`config.mk`:
```
export PLATFORM = sky130hd
export DESIGN_NAME = dpr_ctrl
export DESIGN_NICKNAME = d
export VERILOG_FILES = /design/src/dpr_pkg.sv /design/src/dpr_timer.sv /design/src/dpr_ctrl.sv
export SDC_FILE = /design/constraint.sdc
export NUM_CORES = 1
export LEC_CHECK = 0
export CAP_MARGIN = 0
export CORE_MARGIN = 5
export CORE_UTILIZATION = 65
export CTS_BUF_LIST = sky130_fd_sc_hd__clkbuf_4
export CTS_CLUSTER_DIAMETER = 40
export DETAILED_ROUTE_END_ITERATION = 10
export DONT_BUFFER_PORTS = 1
export GPL_TIMING_DRIVEN = 1
export HOLD_SLACK_MARGIN = 0.15
export MAX_ROUTING_LAYER = met4
export PLACE_DENSITY = 0.81
export SYNTH_ARGS = -nofsm -noshare
export SYNTH_HDL_FRONTEND = slang
export SYNTH_SLANG_ARGS = --single-unit
export TNS_END_PERCENT = 50
```
`constraint.sdc`:
```
create_clock -name i_clock -period 7.4 [get_ports i_clock]
set_clock_uncertainty 0.15 [all_clocks]
set_input_delay 2.22 -clock i_clock [delete_from_list [all_inputs] [get_ports i_clock]]
set_output_delay 2.22 -clock i_clock [all_outputs]
set_load 0.02 [all_outputs]
```
`src/dpr_pkg.sv`:
```
// package for the dram strobe controller: timing counts, geometry, commands
// assumes a 10 MHz system clock driving the controller
package dpr_pkg;
	localparam int unsigned CLK_NS             = 100;
	localparam int unsigned ROW_BITS           = 10;
	localparam int unsigned COL_BITS           = 10;
	localparam int unsigned DATA_BITS          = 4;
	localparam int unsigned ROW_COUNT          = 1024;
	localparam int unsigned INIT_CYCLES        = 8;
	localparam int unsigned POWERUP_US         = 200;
	localparam int unsigned REFRESH_PERIOD_MS  = 16;
	localparam int unsigned REFRESH_INTERVAL_NS = 15600;
	localparam int unsigned COLUMN_PRECHARGE_NS = 10;
	localparam int unsigned ROW_PRECHARGE_NS   = 55;
	localparam int unsigned ROW_ACTIVE_NS      = 85;
	localparam int unsigned PAGE_MAX_ACTIVE_NS = 200000;
	localparam int unsigned WRITE_SETUP_NS     = 10;
	localparam int unsigned WRITE_HOLD_NS      = 10;
	// least times round up, longest round down, all at least one cycle
	function automatic int unsigned cyc_min(input int unsigned ns);
		int unsigned c;
		c = (ns + CLK_NS - 1) / CLK_NS;
		return (c < 1) ? 1 : c;
	endfunction
	function automatic int unsigned cyc_max(input int unsigned ns);
		int unsigned c;
		c = ns / CLK_NS;
		return (c < 1) ? 1 : c;
	endfunction
	localparam int unsigned POWERUP_CYC     = cyc_min(POWERUP_US * 1000);
	localparam int unsigned REFRESH_CYC     = cyc_max(REFRESH_INTERVAL_NS);
	localparam int unsigned COL_PRE_CYC     = cyc_min(COLUMN_PRECHARGE_NS);
	localparam int unsigned ROW_PRE_CYC     = cyc_min(ROW_PRECHARGE_NS);
	localparam int unsigned ROW_ACT_CYC     = cyc_min(ROW_ACTIVE_NS);
	localparam int unsigned PAGE_MAX_CYC    = cyc_max(PAGE_MAX_ACTIVE_NS);
	localparam int unsigned WR_SETUP_CYC    = cyc_min(WRITE_SETUP_NS);
	localparam int unsigned WR_HOLD_CYC     = cyc_min(WRITE_HOLD_NS);
	// request opcodes and refresh kinds
	localparam logic [2:0] OP_READ      = 3'h0;
	localparam logic [2:0] OP_WRITE     = 3'h1;
	localparam logic [2:0] OP_RMW       = 3'h2;
	localparam logic [2:0] OP_CTR_TEST  = 3'h3;
	localparam logic [2:0] OP_TEST_ENTER = 3'h4;
	localparam logic [2:0] OP_TEST_EXIT = 3'h5;
	localparam logic [2:0] OP_HIDDEN    = 3'h6;
	localparam logic [1:0] RF_NONE      = 2'h0;
	localparam logic [1:0] RF_ROW_ONLY  = 2'h1;
	localparam logic [1:0] RF_CBR       = 2'h2;
	localparam logic [1:0] RF_CBR_WRITE = 2'h3;
endpackage

```
`src/dpr_timer.sv`:
```
// down counter used for strobe phase lengths
// assumes loads come one at a time from the strobe sequencer
`timescale 1ns/1ps
`default_nettype none
module dpr_timer #(
	parameter int unsigned WIDTH = 12
) (
	input  wire logic             i_clock,
	input  wire logic             i_reset,
	input  wire logic             i_load,
	input  wire logic [WIDTH-1:0] i_value,
	output logic                  o_done
);
	logic [WIDTH-1:0] count_r;
	always_ff @(posedge i_clock or posedge i_reset) begin
		if (i_reset) begin
			count_r <= '0;
		end else if (i_load) begin
			count_r <= i_value;
		end else if (count_r != '0) begin
			count_r <= count_r - 1'b1;
		end
	end
	// done from the count alone, so callers may reload on done
	assign o_done = (count_r == '0);
endmodule
`default_nettype wire

```
`src/dpr_ctrl.sv`:
```
// dram strobe controller driving a 1M x 4 asynchronous dram
// assumes dram pins sampled/driven on the 10 MHz i_clock
`timescale 1ns/1ps
`default_nettype none
module dpr_ctrl
	import dpr_pkg::*;
#(
	parameter int unsigned POWERUP_CYCLES = POWERUP_CYC,
	parameter int unsigned REFRESH_CYCLES = REFRESH_CYC,
	parameter int unsigned PAGE_MAX_CYCLES = PAGE_MAX_CYC,
	parameter logic        DISTRIBUTED    = 1'b1
) (
	input  wire logic                 i_clock,
	input  wire logic                 i_reset,
	input  wire logic                 i_req_valid,
	input  wire logic [2:0]           i_req_op,
	input  wire logic [ROW_BITS-1:0]  i_req_row,
	input  wire logic [COL_BITS-1:0]  i_req_col,
	input  wire logic [DATA_BITS-1:0] i_req_wdata,
	input  wire logic                 i_req_keep_open,
	output logic                      o_req_ready,
	output logic                      o_rsp_valid,
	output logic [DATA_BITS-1:0]      o_rsp_rdata,
	output logic                      o_init_done,
	output logic                      o_test_mode,
	input  wire logic                 i_idle_expired,
	output logic                      o_row_strobe_n,
	output logic                      o_column_strobe_n,
	output logic                      o_store_select_n,
	output logic                      o_output_enable_n,
	output logic [ROW_BITS-1:0]       o_addr,
	input  wire logic [DATA_BITS-1:0] i_dq,
	output logic [DATA_BITS-1:0]      o_dq,
	output logic                      o_dq_oe
);
	localparam int unsigned TW = 20;

	typedef enum logic [3:0] {
		DPR_IDLE, DPR_POWERUP, DPR_WAKE_LOW, DPR_WAKE_HIGH,
		DPR_ROW_FALL, DPR_COL_FALL, DPR_COL_HOLD, DPR_COL_PRE,
		DPR_CBR_COL, DPR_CBR_ROW, DPR_HID_HIGH, DPR_CLOSE, DPR_PRECH
	} dpr_state_e;

	dpr_state_e            state_r;
	logic                  tload;
	logic [TW-1:0]         tval;
	logic                  tdone;
	logic [3:0]            wake_cnt_r;
	logic [3:0]            cbr_cnt_r;
	logic [ROW_BITS-1:0]   ref_row_r;
	logic [TW-1:0]         ref_tmr_r;
	logic                  ref_due_r;
	logic [TW-1:0]         page_tmr_r;
	logic [1:0]            rf_kind_r;
	logic [2:0]            op_r;
	logic [COL_BITS-1:0]   col_r;
	logic [DATA_BITS-1:0]  wdata_r;
	logic                  keep_r;
	logic [ROW_BITS-1:0]   row_r;

	dpr_timer #(.WIDTH(TW)) u_timer (
		.i_clock (i_clock),
		.i_reset (i_reset),
		.i_load  (tload),
		.i_value (tval),
		.o_done  (tdone)
	);

	function automatic logic is_write(input logic [2:0] op);
		return (op == OP_WRITE);
	endfunction

	wire logic take = o_req_ready && i_req_valid;
	// page can continue if the last request asked to keep it open and the row is still in time
	wire logic page_ok = keep_r && (page_tmr_r < TW'(PAGE_MAX_CYCLES - ROW_ACT_CYC));

	always_comb begin
		tload = 1'b0;
		tval  = '0;
		case (state_r)
			DPR_POWERUP: begin
				tload = (wake_cnt_r == 4'hf);
				tval  = TW'(POWERUP_CYCLES);
			end
			DPR_IDLE: begin
				tload = ref_due_r || take;
				tval  = TW'(WR_SETUP_CYC);
			end
			DPR_ROW_FALL, DPR_CBR_ROW, DPR_WAKE_LOW: begin
				tload = tdone;
				tval  = TW'(ROW_ACT_CYC);
			end
			DPR_COL_FALL, DPR_CBR_COL, DPR_COL_HOLD: begin
				tload = tdone;
				tval  = TW'(COL_PRE_CYC);
			end
			DPR_CLOSE, DPR_HID_HIGH, DPR_WAKE_HIGH: begin
				tload = tdone;
				tval  = TW'(ROW_PRE_CYC);
			end
			default: begin
				tload = 1'b0;
				tval  = '0;
			end
		endcase
	end

	// one refresh per interval when distributed
	always_ff @(posedge i_clock or posedge i_reset) begin
		if (i_reset) begin
			ref_tmr_r <= '0;
			ref_due_r <= 1'b0;
		end else if (!o_init_done) begin
			ref_tmr_r <= '0;
		end else if (ref_tmr_r >= TW'(REFRESH_CYCLES - 1)) begin
			ref_tmr_r <= '0;
			ref_due_r <= 1'b1;
		end else begin
			ref_tmr_r <= ref_tmr_r + 1'b1;
			if (state_r == DPR_CBR_ROW || (state_r == DPR_ROW_FALL && rf_kind_r != RF_NONE))
				ref_due_r <= 1'b0;
		end
	end

	// row active time tracked for page cap
	always_ff @(posedge i_clock or posedge i_reset) begin
		if (i_reset)
			page_tmr_r <= '0;
		else if (o_row_strobe_n)
			page_tmr_r <= '0;
		else if (page_tmr_r != '1)
			page_tmr_r <= page_tmr_r + 1'b1;
	end

	// own row counter for row-only refresh
	always_ff @(posedge i_clock or posedge i_reset) begin
		if (i_reset)
			ref_row_r <= '0;
		else if (state_r == DPR_ROW_FALL && rf_kind_r == RF_ROW_ONLY && tload)
			ref_row_r <= ref_row_r + 1'b1;
	end

	always_ff @(posedge i_clock or posedge i_reset) begin
		if (i_reset)
			cbr_cnt_r <= '0;
		else if (state_r == DPR_CBR_ROW && tload && cbr_cnt_r != 4'(INIT_CYCLES))
			cbr_cnt_r <= cbr_cnt_r + 1'b1;
	end

	always_ff @(posedge i_clock or posedge i_reset) begin
		if (i_reset)
			o_test_mode <= 1'b0;
		else if (state_r == DPR_CBR_ROW && tload)
			o_test_mode <= (rf_kind_r == RF_CBR_WRITE) ? 1'b1 :
				(rf_kind_r == RF_CBR ? 1'b0 : o_test_mode);
		else if (state_r == DPR_ROW_FALL && tload && rf_kind_r == RF_ROW_ONLY)
			o_test_mode <= 1'b0;
	end

	// main sequencer
	always_ff @(posedge i_clock or posedge i_reset) begin
		if (i_reset) begin
			state_r           <= DPR_POWERUP;
			o_row_strobe_n    <= 1'b1;
			o_column_strobe_n <= 1'b1;
			o_store_select_n  <= 1'b1;
			o_output_enable_n <= 1'b1;
			o_addr            <= '0;
			o_dq              <= '0;
			o_dq_oe           <= 1'b0;
			o_req_ready       <= 1'b0;
			o_rsp_valid       <= 1'b0;
			o_rsp_rdata       <= '0;
			o_init_done       <= 1'b0;
			// all ones marks the pause not yet loaded
			wake_cnt_r        <= 4'hf;
			row_r             <= '0;
			rf_kind_r         <= RF_NONE;
			op_r              <= OP_READ;
			col_r             <= '0;
			wdata_r           <= '0;
			keep_r            <= 1'b0;
		end else begin
			o_rsp_valid <= 1'b0;
			case (state_r)
				// power-up pause then eight row cycles
				DPR_POWERUP: begin
					wake_cnt_r <= '0;
					if (wake_cnt_r == '0 && tdone)
						state_r <= DPR_WAKE_HIGH;
				end
				DPR_WAKE_HIGH: begin
					o_row_strobe_n <= 1'b1;
					if (tdone) begin
						o_row_strobe_n <= 1'b0;
						state_r        <= DPR_WAKE_LOW;
					end
				end
				DPR_WAKE_LOW: begin
					if (tdone) begin
						o_row_strobe_n <= 1'b1;
						wake_cnt_r     <= wake_cnt_r + 1'b1;
						if (wake_cnt_r == 4'(INIT_CYCLES - 1)) begin
							state_r     <= DPR_PRECH;
							o_init_done <= 1'b1;
						end else begin
							state_r <= DPR_WAKE_HIGH;
						end
					end
				end
				DPR_IDLE: begin
					o_req_ready <= 1'b0;
					// a shown ready is always honoured before refresh or wake
					if (i_idle_expired && !take) begin
						wake_cnt_r  <= '0;
						o_init_done <= 1'b0;
						state_r     <= DPR_WAKE_HIGH;
					end else if (ref_due_r && !take) begin
						rf_kind_r <= o_test_mode ? RF_CBR_WRITE :
							(DISTRIBUTED ? RF_CBR : RF_ROW_ONLY);
						if (!o_test_mode && !DISTRIBUTED) begin
							// row-only refresh with column strobe high
							o_addr         <= ref_row_r;
							o_row_strobe_n <= 1'b0;
							state_r        <= DPR_ROW_FALL;
						end else begin
							// store select high around row fall unless in test mode
							o_store_select_n  <= !o_test_mode;
							o_column_strobe_n <= 1'b0;
							state_r           <= DPR_CBR_COL;
						end
					end else if (take) begin
						op_r    <= i_req_op;
						col_r   <= i_req_col;
						wdata_r <= i_req_wdata;
						keep_r  <= i_req_keep_open;
						row_r   <= i_req_row;
						rf_kind_r <= RF_NONE;
						if (i_req_op == OP_TEST_ENTER || i_req_op == OP_TEST_EXIT) begin
							// enter with store select low, exit with plain refresh
							rf_kind_r         <= (i_req_op == OP_TEST_ENTER) ? RF_CBR_WRITE : RF_CBR;
							o_store_select_n  <= (i_req_op != OP_TEST_ENTER);
							o_column_strobe_n <= 1'b0;
							state_r           <= DPR_CBR_COL;
						end else if (i_req_op == OP_CTR_TEST && cbr_cnt_r == 4'(INIT_CYCLES)) begin
							// counter test; column strobe first, store select held high
							// allowed only after eight CBR row cycles have been counted
							o_column_strobe_n <= 1'b0;
							o_store_select_n  <= 1'b1;
							o_output_enable_n <= 1'b0;
							o_addr            <= i_req_col;
							keep_r            <= 1'b0;
							state_r           <= DPR_CBR_COL;
						end else if (i_req_op == OP_CTR_TEST || i_req_op == OP_HIDDEN) begin
							o_rsp_valid <= 1'b1;
							state_r     <= DPR_PRECH;
						end else begin
							// normal access latches and refreshes the row
							o_addr         <= i_req_row;
							o_row_strobe_n <= 1'b0;
							state_r        <= DPR_ROW_FALL;
						end
					end else begin
						o_req_ready <= 1'b1;
					end
				end
				DPR_ROW_FALL: begin
					if (tdone) begin
						if (rf_kind_r != RF_NONE) begin
							o_row_strobe_n <= 1'b1;
							rf_kind_r      <= RF_NONE;
							state_r        <= DPR_PRECH;
						end else begin
							// low column bit ignored by device in test mode
							o_addr            <= col_r;
							// store select set on the same edge as column fall
							o_store_select_n  <= !is_write(op_r);
							o_output_enable_n <= is_write(op_r);
							o_dq              <= wdata_r;
							o_dq_oe           <= is_write(op_r);
							o_column_strobe_n <= 1'b0;
							state_r           <= DPR_COL_FALL;
						end
					end
				end
				// column latched at the column strobe fall
				DPR_COL_FALL: begin
					if (tdone) begin
						if (op_r == OP_RMW && o_store_select_n) begin
							// read then write on same column
							o_rsp_rdata      <= i_dq;
							o_output_enable_n <= 1'b1;
							o_dq             <= wdata_r;
							o_dq_oe          <= 1'b1;
							o_store_select_n <= 1'b0;
						end else begin
							// in test mode this is the block compare result
							if (op_r != OP_WRITE && o_store_select_n)
								o_rsp_rdata <= i_dq;
							o_rsp_valid <= 1'b1;
							state_r     <= DPR_COL_HOLD;
						end
					end
				end
				DPR_COL_HOLD: begin
					// raise column strobe for precharge with row held low
					o_column_strobe_n <= 1'b1;
					o_store_select_n  <= 1'b1;
					o_output_enable_n <= 1'b1;
					o_dq_oe           <= 1'b0;
					state_r           <= DPR_COL_PRE;
				end
				DPR_COL_PRE: begin
					o_req_ready <= 1'b0;
					if (tdone && i_req_valid && !o_req_ready && page_ok && !ref_due_r
						&& i_req_row == row_r && i_req_op <= OP_RMW) begin
						o_req_ready <= 1'b1;
					end else if (o_req_ready && i_req_valid) begin
						// next page cycle, read, write or read-write only
						op_r              <= i_req_op;
						keep_r            <= i_req_keep_open;
						o_addr            <= i_req_col;
						wdata_r           <= i_req_wdata;
						o_store_select_n  <= !is_write(i_req_op);
						o_output_enable_n <= is_write(i_req_op);
						o_dq              <= i_req_wdata;
						o_dq_oe           <= is_write(i_req_op);
						o_column_strobe_n <= 1'b0;
						o_req_ready       <= 1'b0;
						state_r           <= DPR_COL_FALL;
					end else if (tdone) begin
						// row strobe rises after column strobe is already high
						o_row_strobe_n <= 1'b1;
						state_r        <= DPR_PRECH;
					end
				end
				// device row from internal counter, address used only as column in counter test
				DPR_CBR_COL: begin
					if (tdone) begin
						o_row_strobe_n <= 1'b0;
						state_r        <= DPR_CBR_ROW;
					end
				end
				// output enable raised for the counter test write, else left as it was
				DPR_CBR_ROW: begin
					if (tdone) begin
						if (op_r == OP_CTR_TEST && rf_kind_r == RF_NONE) begin
							o_rsp_rdata       <= i_dq;
							o_addr            <= col_r;
							o_output_enable_n <= 1'b1;
							o_dq              <= wdata_r;
							o_dq_oe           <= 1'b1;
							o_store_select_n  <= 1'b0;
							op_r              <= OP_WRITE;
							state_r           <= DPR_COL_FALL;
						end else begin
							o_store_select_n <= 1'b1;
							o_row_strobe_n   <= 1'b1;
							rf_kind_r        <= RF_NONE;
							state_r          <= (op_r == OP_TEST_ENTER || op_r == OP_TEST_EXIT)
								? DPR_CLOSE : DPR_HID_HIGH;
						end
					end
				end
				// end of CBR refresh: column strobe held low while row strobe precharges
				DPR_HID_HIGH: begin
					if (tdone) begin
						o_column_strobe_n <= 1'b1;
						state_r           <= DPR_PRECH;
					end
				end
				DPR_CLOSE: begin
					if (tdone) begin
						o_column_strobe_n <= 1'b1;
						o_rsp_valid       <= 1'b1;
						state_r           <= DPR_PRECH;
					end
				end
				DPR_PRECH: begin
					o_column_strobe_n <= 1'b1;
					o_row_strobe_n    <= 1'b1;
					o_dq_oe           <= 1'b0;
					op_r              <= OP_READ;
					state_r           <= DPR_IDLE;
				end
				default: state_r <= DPR_IDLE;
			endcase
		end
	end
endmodule
`default_nettype wire

```
# Yosys cells after proc, flatten, opt, wreduce, memory -nomap -nowiden
# Cells that the tools add are included.
# W data, S select, Z words.
dict set report totals {
  ff_bits 130
  latch_bits 0
  mem_bits_rw 0
  rom_bits 0
  out_inout_bits 27
  wordCells 347
  n_memories 0
}
dict set report classes {
  n_addsub 5
  multipliers 0
  div_mod_pow 0
  n_lt_le_gt_ge 3
  eq_ne 65
  n_shift 0
  n_mux 172
  bitwise 2
  reduce_logical 75
}
# op count
set op_table {}
lappend op_table {{$mux W4} 39}
lappend op_table {{$mux W10} 12}
lappend op_table {{$mux W20} 6}
lappend op_table {{$mux W1} 82}
lappend op_table {{$ne A2 B2 Y1 const B} 23}
lappend op_table {{$pmux W4 S11} 1}
lappend op_table {{$add A20 B1 Y20 const B} 2}
lappend op_table {{$pmux W10 S4} 1}
lappend op_table {{$eq A4 B4 Y1 const B} 7}
lappend op_table {{$reduce_and A14 Y1} 2}
lappend op_table {{$reduce_and A9 Y1} 3}
lappend op_table {{$pmux W11 S2} 1}
lappend op_table {{$eq A4 B3 Y1 const B} 5}
lappend op_table {{$ge A20 B8 Y1 const B} 1}
lappend op_table {{$logic_and A1 B1 Y1} 20}
lappend op_table {{$logic_not A20 Y1} 1}
lappend op_table {{$lt A20 B11 Y1 const B} 1}
lappend op_table {{$ne A20 B20 Y1 const B} 1}
lappend op_table {{$reduce_bool A20 Y1} 1}
lappend op_table {{$sub A20 B1 Y20 const B} 1}
lappend op_table {{$mux W3} 6}
lappend op_table {{$mux W2} 8}
lappend op_table {{$pmux W4 S2} 2}
lappend op_table {{$pmux W4 S4} 1}
lappend op_table {{other kinds (45)} 95}

# Depth between registers and ports, before layout
# Gate-level depths: netlist (run 1).
dict set report depth {
  word_depth 9
  ltp_mapped 9
  depth_no_buf 8
}

# By module
# From an unflattened synthesis (run 1), not the netlist that was laid out.
dict set report unflattened {
  hier_cells 732
  area_unflattened_um2 7259.5
}
# module instances cells_each area_each_um2 seq_area_each_um2
set by_module_without_submodules {}
lappend by_module_without_submodules {dpr_ctrl 1 600 6014.5 2763.9}
lappend by_module_without_submodules {dpr_timer 1 132 1244.9 500.5}

# Worst setup path after synthesis (run 1)
# No wires, ideal clock.
dict set report synth_timing {
  kind {input to register}
  start {in i_req_op[1]}
  end {reg o_store_select_n}
  arrival_time_ps 3891
  required_time_ps 7168
  path_slack_ps 3277
  stages 7
  path_buffers 2
  path_cell_list {clkbuf_1 nand2_1 or3_1 clkbuf_1 a311o_1 a211oi_1 mux2_2}
}
dict set report synth_via {
  elab_chain_len 7
  elab_cells_between_ends 20
}
# item line
set synth_lines {}
lappend synth_lines {{from (decl)} dpr_ctrl.sv:16} ;# input wire logic [2:0] i_req_op,
lappend synth_lines {{$eq A3 B3 Y1} dpr_ctrl.sv:239} ;# if (i_req_op == OP_TEST_ENTER || i_req_op == OP_TEST_EXIT) begin
lappend synth_lines {{$logic_or A1 B1 Y1} dpr_ctrl.sv:239}
lappend synth_lines {{$mux W1} dpr_ctrl.sv:239}
lappend synth_lines {{$mux W1} dpr_ctrl.sv:232} ;# end else if (take) begin
lappend synth_lines {{$mux W1} dpr_ctrl.sv:218} ;# end else if (ref_due_r && !take) begin
lappend synth_lines {{$mux W1} dpr_ctrl.sv:214} ;# if (i_idle_expired && !take) begin
lappend synth_lines {{$pmux W1 S6} dpr_ctrl.sv:185} ;# case (state_r)
lappend synth_lines {{to (signal assigned)} dpr_ctrl.sv:228} ;# o_store_select_n <= !o_test_mode;
lappend synth_lines {{to (signal assigned)} dpr_ctrl.sv:242} ;# o_store_select_n <= (i_req_op != OP_TEST_ENTER);
lappend synth_lines {{to (signal assigned)} dpr_ctrl.sv:277} ;# o_store_select_n <= !is_write(op_r);
lappend synth_lines {{to (decl)} dpr_ctrl.sv:29} ;# output logic o_store_select_n,
# Parallel ways exist; a longest one is shown, timed or not. The select of a mux whose other input is x is not followed.
# A chain may end at the register's enable or synchronous reset.

# Final worst setup path (run 1)
dict set report layout_timing {
  start {reg o_row_strobe_n}
  end {out o_row_strobe_n}
}
# item line
set layout_lines {}
lappend layout_lines {{from (decl)} dpr_ctrl.sv:27} ;# output logic o_row_strobe_n,
lappend layout_lines {{from (signal assigned)} dpr_ctrl.sv:164} ;# o_row_strobe_n <= 1'b1;
lappend layout_lines {{from (signal assigned)} dpr_ctrl.sv:193} ;# o_row_strobe_n <= 1'b1;
lappend layout_lines {{from (signal assigned)} dpr_ctrl.sv:195} ;# o_row_strobe_n <= 1'b0;
# No word-level cell between the ends.

==> results.md, run 1 <==
- Status: finished, final reports clean
- Synth top area cells: dfrtp_1 43%, mux2_2 4.5%, nor2_1 4.4%
- Count of cell types in the netlist: 76
- Mapped Area: 0.00702 mm²
- Commonest non-fill, non-tap cell in the layout: dfrtp_1
- Pins over their slew limit: 0
- Detailed placer's ending HPWL: 12900 µm
- Drt first-iter violations: 628
- Cell count after synthesis: 723
- Gr busiest metal: met2
- Clock Tree Buf Depth: 2
- Met3 Use GR: 7.27%
- Clock Latency Late Sink: 0.56 ns
- RePlAce Congestion: 0.959
- Worst vdd ir: 0.252 mV
- # hold bufs at CTS: 0
- Cell Pwr Density: 374 mW/mm²
- Largest net degree at the start of global routing: 67
- WHS Path Cells: 1
- Switch Pwr: 1.17 mW
- Final setup violation count: 0
- Drt drc: 0
- Hold Path Class: reg -> reg
- RSZ-0062 raised after global routing: no
- H-tree depth: 4
- Post-synth EDFFs: 0
- TritonCTS Buffers: 17
- Drt pass-1 iters: 6
- Grt ovf: 0
- Reg2Reg Depth: 6
- CTS tree: done
- Post-CTS sizing: 0
- Post-DP Area: 0.00717 mm²
- Total GRT Usage: 29.9%
- Pre-CTS setup slack: 3.22 ns
- Reg2reg setup slack: 3.69 ns
- Routed via count: 5685
- Mean routed wirelength per cell: 20.2 µm
- Drt total wl: 17900 µm
- Flop pwr share: 44.4%
- Setup Crit Path Kind: reg -> out
- Internal power: 1.62 mW
- Ys flop type: dfrtp_1
- First-pass GRT wire length: 29300 µm
- Synth area leader: dfrtp_1
- Setup TNS: 0 ns
- Core Area: 0.0107 mm²
- Hold_ws: 0.333 ns
- Vias in the first global route: 5640
- Layout cell share with drive strength beyond 1: 12.6%
- Total die area: 0.0130 mm²
- Fin area: 0.00748 mm²
- Die X: 114 µm
- Post-CTS Repair Setup Buffers: 0
- Setup crit start kind: flop
- Worst path arrival time: 1.45 ns
- Final WS setup: 3.58 ns
- FF-to-FF Start: u_timer.count_r[2]
- Reg-to-Reg End: o_test_mode
- Mean post-synth cell area: 9.71 µm²
- Met1 Track Usage GR: 36.8%
- Final period util: 51.6%
- Most frequent cells in the layout: 121 x dfrtp_1, 83 x nor2_1, 64 x nand2_1
- Die H: 114 µm
- Switching share of total power: 41.9%
- Normalized max-slew margin: 24.9%
- Synth Register Bits: 130
- Clk sinks: 130
- Clk pwr share: 18.7%
- ANT cells: 0
- Starting density of the core: 65.6%
- Worst path required time: 5.03 ns
- Post-synthesis sequential area ratio: 46.5%
- Boundary Pins: 63
- Hold Fails Final Rpt: 0
- CP max FO: 23
- Logic pwr share: 36.9%
- Layout net count: 776
- Antenna violations before repair: 0
- Root Buffer Master: clkbuf_4
- Hold wc startpoint: cbr_cnt_r[3]
- Number of core rows: 38
- Number of max-cap violations: 0
- Synth warnings: 0
- GRT met2 Usage: 47.1%
- Hold worst-path end: cbr_cnt_r[3]
- Leak: 3.25 nW
- Crit. End Element: primary output
- IO Port Bufs: 0
- Worst slew pin tran: 1.12 ns
- DRT antenna net count: 0
- Yosys top cell area share: 43.1%
- Final worst path period need: 3.82 ns
- Max Clk Rate: 0.262 GHz
- Clock transition at path regs: 0.11 ns
- Via density: 6.42
- Asr flop ratio synth: 100%
- Post-synthesis to final-layout area growth: 6.54%
==> kinds of logic (layout without fill, tap and decap cells) <==
kind of cell / count (synthesis) / count (layout) / share of synthesized area, %
AOI/OAI and AO/OA: 134 / 134 / 13.0
xor gates and xnor gates: 56 / 56 / 6.99
adders and majority gates: 8 / 8 / 1.43
buffers and inverters: 57 / 68 / 3.28
DFF: 130 / 130 / 46.5
muxes: 49 / 49 / 7.72
other: 1 / 12 / 0.0534
and+or+nand+nor: 288 / 288 / 21.0
==> through the flow <==
stage	utilization [%]	cells	power [mW]
6_report	69.9	885	2.80
5_1_grt	69.9	885	2.98
4_1_cts	69.9	885	2.79
3_5_place_dp	67.0	853	2.27
3_3_place_gp	67.0	853	2.23
2_1_floorplan	-	734	1.97
==> sequential cells by signal, summed over array words and instances, names as in the netlist, 3 cells and up <==
name             flops
cbr_cnt_r            4
col_r               10
o_addr              10
o_dq                 4
o_rsp_rdata          4
op_r                 3
page_tmr_r          20
ref_tmr_r           20
row_r               10
state_r              4
u_timer.count_r     20
wake_cnt_r           4
wdata_r              4
==> synthesized netlist by cell type (all sizes together), types with 14 or more instances <==
library cell	count
mux2i	17
dfrtp	121
a21oi	23
nor4	14
mux2	32
nor2	86
o21ai	42
nand2	64
nand4	19
nor3	14
nand3	32
xor2	32
xnor2	24
clkbuf	21
inv	29
==> power by group through the flow <==
stage	logic [mW]	clock network, mW	registers [mW]
2_1_floorplan	0.830	0	1.14
3_3_place_gp	0.986	0	1.24
3_5_place_dp	1.01	0	1.25
4_1_cts	1.02	0.533	1.24
5_1_grt	1.14	0.567	1.27
6_report	1.03	0.523	1.24
==> layer usage <==
metal  vias up  part of all wire, %
met4         0                  3.7
met2       229                   49
met3        62                  7.1
met1      2777                   40
met5         -                    0
li1       2617                    -
==> layout make-up <==
class | instances | area (µm²)
multi-input cells | 547 | 3570
flip-flops and latches | 130 | 3260
fillers | 822 | 3220
well taps | 140 | 175
clock inverters | 13 | 166
clock buffers | 19 | 143
inverters | 29 | 111
repair buffers | 7 | 52.6
==> how the worst max path moves through the flow <==
stage | endpoint | cells after the start | from
6_report | o_row_strobe_n | 0 | o_row_strobe_n
5_1_grt | o_test_mode | 6 | u_timer.count_r[2]
4_1_cts | o_row_strobe_n | 0 | o_row_strobe_n
3_5_place_dp | o_addr[0] | 5 | i_req_op[1]
3_3_place_gp | o_test_mode | 5 | i_req_valid
2_1_floorplan | cbr_cnt_r[0] | 1 | i_reset
Power figures use the tool's default switching activity.
==> run 2: changes to the inputs <==
- clock period: 7.4 -> 3.9 ns (I/O delays scaled with it)
==> run 2 against run 1 <==
  * Setup slack got worse by 2.8 ns
  * Global-route usage increased by 0.43 points
  * Non-clock buffer count is 9 higher
  * Via count increased by 0.40%
  * Largest power group unchanged
==> results.md, run 2 (synthesized netlist as in run 1, its figures left out) <==
- Hold Fails Final Rpt: 0 (unchanged)
- Number of max-cap violations: 0 (unchanged)
- Hold Path Class: reg -> reg
- Pins over their slew limit: 0 (unchanged)
- Final worst path period need: 3.11 ns
- Total die area: 0.0130 mm² (unchanged)
- # hold bufs at CTS: 0 (unchanged)
- Worst slew pin tran: 0.887 ns (-0.234 ns)
- Normalized max-slew margin: 40.8% (+16 points)
- Core Area: 0.0107 mm² (unchanged)
- Boundary Pins: 63 (unchanged)
- Switch Pwr: 2.25 mW (+92%)
- Biggest regs: page_tmr_r (20), ref_tmr_r (20), u_timer.count_r (20)
- Vias in the first global route: 5721 (+1.4%)
- DRT antenna net count: 0 (unchanged)
- Switching share of total power: 42.5% (+0.58 points)
- Pwr Total: 5.30 mW (+89%)
- Clk sinks: 130 (unchanged)
- Post-CTS sizing: 0 (unchanged)
- Setup Crit Path Kind: reg -> reg
- H-tree depth: 4 (unchanged)
- Drt first-iter violations: 585 (-6.8%)
- CTS tree: done
- Max Clk Rate: 0.321 GHz
- Final setup violation count: 0 (unchanged)
- Setup TNS: 0 ns (unchanged)
- Leak: 3.31 nW (+1.6%)
- Die H: 114 µm (unchanged)
- Post-CTS Repair Setup Buffers: 0 (unchanged)
- Layout fillers: 800 (-2.7%)
- Worst path arrival time: 3.41 ns (+1.96 ns)
- CP max FO: 15 (-35%)
- Drt pass-1 iters: 8 (+2)
- Grt ovf: 0 (unchanged)
- Antenna violations before repair: 0 (unchanged)
- Die X: 114 µm (unchanged)
- Cell Pwr Density: 702 mW/mm² (+88%)
- Largest net degree at the start of global routing: 77 (+15%)
- Setup crit start kind: flop
- Clock transition at path regs: 0.11 ns (about the same)
- Most frequent cells in the layout: 121 x dfrtp_1, 83 x nor2_1, 64 x nand2_1
- FF-to-FF Start: u_timer.count_r[2]
- Final period util: 79.8%
- ANT cells: 0 (unchanged)
- First-pass GRT wire length: 29800 µm (+1.6%)
- Clock Tree Buf Depth: 2 (unchanged)
- Drt drc: 0 (unchanged)
- Via density: 6.38 (-0.61%)
- Root Buffer Master: clkbuf_4
- Logic pwr share: 36.8% (about the same)
- Clock Latency Late Sink: 0.57 ns (about the same)
- Layout cell share with drive strength beyond 1: 14.2% (+1.6 points)
- Drt total wl: 17900 µm (+0.16%)
- Clk pwr share: 18.1% (-0.6 points)
- Hold wc startpoint: cbr_cnt_r[2]
- Total GRT Usage: 30.3% (+0.43 points)
- Starting density of the core: 65.6% (unchanged)
- Crit. End Element: flop
- RSZ-0062 raised after global routing: no
- Detailed placer's ending HPWL: 13000 µm (+0.38%)
- Flop pwr share: 45.1% (+0.7 points)
- Status: finished, final reports clean
- Internal power: 3.05 mW (+87%)
- Number of core rows: 38 (unchanged)
- CP startpoint: u_timer.count_r[2]
- Worst vdd ir: 0.418 mV (+66%)
- Layout net count: 785 (+1.2%)
- Routed via count: 5708 (+0.40%)
- TritonCTS Buffers: 17 (unchanged)
- IO Port Bufs: 0 (unchanged)
- RePlAce Congestion: 0.988 (+3.0%)
- Commonest non-fill, non-tap cell in the layout: dfrtp_1
- Post-synthesis to final-layout area growth: 7.52%
- Mean routed wirelength per cell: 20.1 µm (-0.85%)
- Worst path required time: 4.20 ns (-0.83 ns)
[run 2: cell count changes in the layout (fill, tap and decap cells not counted)]
cell        previous run  this run
clkinvlp_4             3         2
bufinv_16              4         3
buf_4                  7        15
inv_6                  0         2
clkinv_2               1         5
clkbuf_4              19        18
clkinv_1               5         1
inv_4                  1         0
buf_12                 0         1
clkinv_4               0         2
[run 2: power groups by stage]
stage | sequential, mW | combinational (mW) | clock (mW)
2_1_floorplan | 2.17 | 1.57 | 0
3_3_place_gp | 2.38 | 1.87 | 0
3_5_place_dp | 2.40 | 1.92 | 0
4_1_cts | 2.38 | 1.93 | 0.978
5_1_grt | 2.46 | 2.16 | 1.05
6_report | 2.39 | 1.95 | 0.961
[run 2: area by class of cell]
cell class / count / area, µm² / area share, %
multi-input combinational: 547 / 3570 / 47.3
sequential: 130 / 3260 / 43.2
tap: 140 / 175 / 2.32
clock inverter: 14 / 161 / 2.14
clock buffer: 18 / 135 / 1.79
timing repair buffer: 16 / 133 / 1.76
inverter: 29 / 113 / 1.49
[run 2: worst paths after layout]
kind	endpoint	slack, ns	depth (start not counted)
worst min register to register	cbr_cnt_r[2]	0.35	1
worst max-delay path	state_r[1]	0.79	6
max in group asynchronous	o_row_strobe_n	2.36	2
worst max register to register	state_r[1]	0.79	6
worst min-delay path	cbr_cnt_r[2]	0.35	1
min in group asynchronous	u_timer.count_r[12]	0.40	1
[run 2: through the flow]
step           setup WS, ns  cell area [µm²]  instances  util (%)  hold WS [ns]
6_report              0.788             7550        894      70.6         0.346
5_1_grt               0.678             7550        894      70.6         0.376
4_1_cts               0.844             7550        894      70.6         0.348
3_5_place_dp          0.840             7250        862      67.8         0.318
3_3_place_gp          0.909             7250        862      67.8         0.307
2_1_floorplan         0.827             7070        734         -         0.292
[run 2: metal layers]
layer	vias to the layer above	share of wire (%)	GRT usage, %
met5	-	0	-
met4	0	2.7	11.9
met3	44	7.7	8.33
met2	253	48	46.4
met1	2778	42	38.6
li1	2633	-	-
[run 2: worst max-delay path, cell delays in order, from the launching register on]
cell      delay, ns
dfrtp_1        0.45
or4_4          0.59
nor3_4         0.33
and3_1         0.67
o211ai_1       0.28
nor2_4         0.21
mux2_4         0.31
==> run 3: changes to the inputs <==
- CORE_UTILIZATION: 65 -> 60
- PLACE_DENSITY: 0.81 -> 0.79
- clock period: 3.9 -> 2.59 ns (I/O delays scaled with it)
==> run 3 against run 2 <==
  * Register-to-register slack got worse by 0.72 ns
  * Global-route usage fell by 3.1 points
  * Combinational power rose by 79%
  * Critical path type unchanged
==> results.md, run 3 (synthesized netlist as in run 1, its figures left out) <==
- Leak: 3.49 nW (+5.5%)
- Pins over their slew limit: 0 (unchanged)
- Core Area: 0.0115 mm² (+7.2%)
- CP startpoint: state_r[1]
- IO Port Bufs: 0 (unchanged)
- Setup crit start kind: flop
- Detailed placer's ending HPWL: 13100 µm (+1.3%)
- Layout cell share with drive strength beyond 1: 19.3% (+5.1 points)
- Crit path buffers/inverters: 1 (+1)
- Register area: 0.00327 mm² (about the same)
- CP peak stage delay: 0.44 ns (-0.23 ns)
- Die H: 118 µm (+3.7%)
- First-pass GRT wire length: 29900 µm (+0.35%)
- Total GRT Usage: 27.2% (-3.1 points)
- Clk sinks: 130 (unchanged)
- Delay-heaviest family, CP: compound AO/OA/AOI/OAI gates
- Final period util: 97.2% (+17 points)
- Biggest regs: page_tmr_r (20), ref_tmr_r (20), u_timer.count_r (20)
- Number of core rows: 39 (+2.6%)
- Drt total wl: 18400 µm (+2.5%)
- Worst path arrival time: 2.85 ns (-0.56 ns)
- Routed via count: 5892 (+3.2%)
- Layout Utilization: 69.3% (-1.3 points)
- Largest net degree at the start of global routing: 56 (-27%)
- Hold Fails Final Rpt: 0 (unchanged)
- Final worst path period need: 2.52 ns (-0.594 ns)
- Clock Tree Buf Depth: 2 (unchanged)
- Critical path cell sequence: buf_12 > or3_1 > nand2b_1 > a211oi_1 > a311o_1 > a21oi_2 > mux2_1
- H-tree depth: 4 (unchanged)
- Layout Cells excl Fill: 937 (+4.8%)
- Clock transition at path regs: 0.12 ns (about the same)
- Vias in the first global route: 5851 (+2.3%)
- Clock Latency Late Sink: 0.55 ns (-0.02 ns)
- Total die area: 0.0140 mm² (+7.6%)
- DP Cell Count: 898 (+4.2%)
- Antenna violations before repair: 0 (unchanged)
- Mean routed wirelength per cell: 19.6 µm (-2.2%)
- DRT antenna net count: 0 (unchanged)
- Root Buffer Master: clkbuf_4
- Layout fillers: 878 (+9.8%)
- Boundary Pins: 63 (unchanged)
- Grt ovf: 0 (unchanged)
- Status: finished, final reports clean
- Hold wc startpoint: i_req_wdata[3]
- Max Clk Rate: 0.397 GHz (+24%)
- Worst slew pin tran: 0.834 ns (-0.0534 ns)
- Critical path's slowest cell: dfrtp_1
- Worst path required time: 2.92 ns (-1.28 ns)
- CP max FO: 37 (+22)
- Most frequent cells in the layout: 120 x dfrtp_1, 82 x nor2_1, 64 x nand2_1
- Hold Path Class: in -> reg
- FF-to-FF Start: state_r[1]
- Normalized max-slew margin: 44.2% (+3.4 points)
- ANT cells: 0 (unchanged)
- Crit. End Element: flop
- Post-synthesis to final-layout area growth: 13.2%
- Layout net count: 825 (+5.1%)
- Drt pass-1 iters: 5 (-3)
- RePlAce Congestion: 1.01 (+2.5%)
- Via density: 6.29 (-1.5%)
- Setup Crit Path Kind: reg -> reg
- Final setup violation count: 0 (unchanged)
- Commonest non-fill, non-tap cell in the layout: dfrtp_1
- Drt first-iter violations: 604 (+3.2%)
- TritonCTS Buffers: 17 (unchanged)
- Worst vdd ir: 0.641 mV (+53%)
- Starting density of the core: 61.2% (-4.4 points)
- Multi-input gate area: 0.00362 mm² (+1.5%)
- Setup TNS: 0 ns (unchanged)
- Drt drc: 0 (unchanged)
- CTS tree: done
- Die X: 118 µm (+3.7%)
- Pwr Total: 8.20 mW (+55%)
- Number of max-cap violations: 0 (unchanged)
- Cell Pwr Density: 1030 mW/mm² (+47%)
run 3: cell types whose count changed in the layout (fill, tap and decap cells not counted), moves of 2 or more:
cell           previous run  this run
nand3_1                  32        30
nor4_1                   13        10
nor4_2                    0         3
clkinv_2                  5         3
bufinv_16                 3         1
dlygate4sd3_1             0         4
clkinv_1                  1         4
buf_12                    1         7
buf_4                    15        44
nand3_2                   0         2
clkinvlp_4                2         4
run 3: path summary, 6_finish.rpt:
path                       slack (ns)  depth (start not counted)                 to
max                              0.07                          7  o_column_strobe_n
min                              0.21                          2         wdata_r[3]
max reg2reg                      0.07                          7  o_column_strobe_n
min reg2reg                      0.33                          1       cbr_cnt_r[3]
max in group asynchronous        0.98                          3      wake_cnt_r[0]
min in group asynchronous        0.60                          2            o_dq[1]
run 3: repair_timing:
action / CTS / global route
gates resized for setup: 1 / 14
cloned: 0 / 0
endpoints found under the hold margin: 20 / 3
setup buffers: 1 / 2
hold buffers: 1 / 3
endpoints found under the setup margin: 11 / 50
pin swaps: 2 / 3
run 3: cell type report:
type,count,share of cell area (%)
clock buffer,17,1.61
clock inverter,15,1.48
inverter,29,1.42
multi-input combinational,547,45.6
sequential,130,41.1
tap,143,2.25
timing repair buffer,56,6.56
run 3: power breakdown:
group | switching, mW | total (mW) | internal (mW)
sequential | 0.823 | 3.48 | 2.65
clock | 0.769 | 1.23 | 0.462
combinational | 1.93 | 3.50 | 1.56
run 3: routing by layer:
layer	share of wire (%)	GRT usage, %	wire length (µm)	up-vias
met5	0	-	0	-
met2	47	41.5	8720	249
met1	41	34.2	7520	2880
met3	8.6	8.45	1580	60
met4	3.0	10.4	558	0
li1	-	-	-	2703
run 3: metrics by stage:
step	worst slack, ns	hold slack (ns)	cell area, µm²
6_report	0.0722	0.210	7950
5_1_grt	-0.00541	0.166	7950
4_1_cts	0.00486	0.150	7850
3_5_place_dp	-0.0871	0.311	7580
3_3_place_gp	0.000671	0.309	7580
2_1_floorplan	-0.0904	0.292	7070
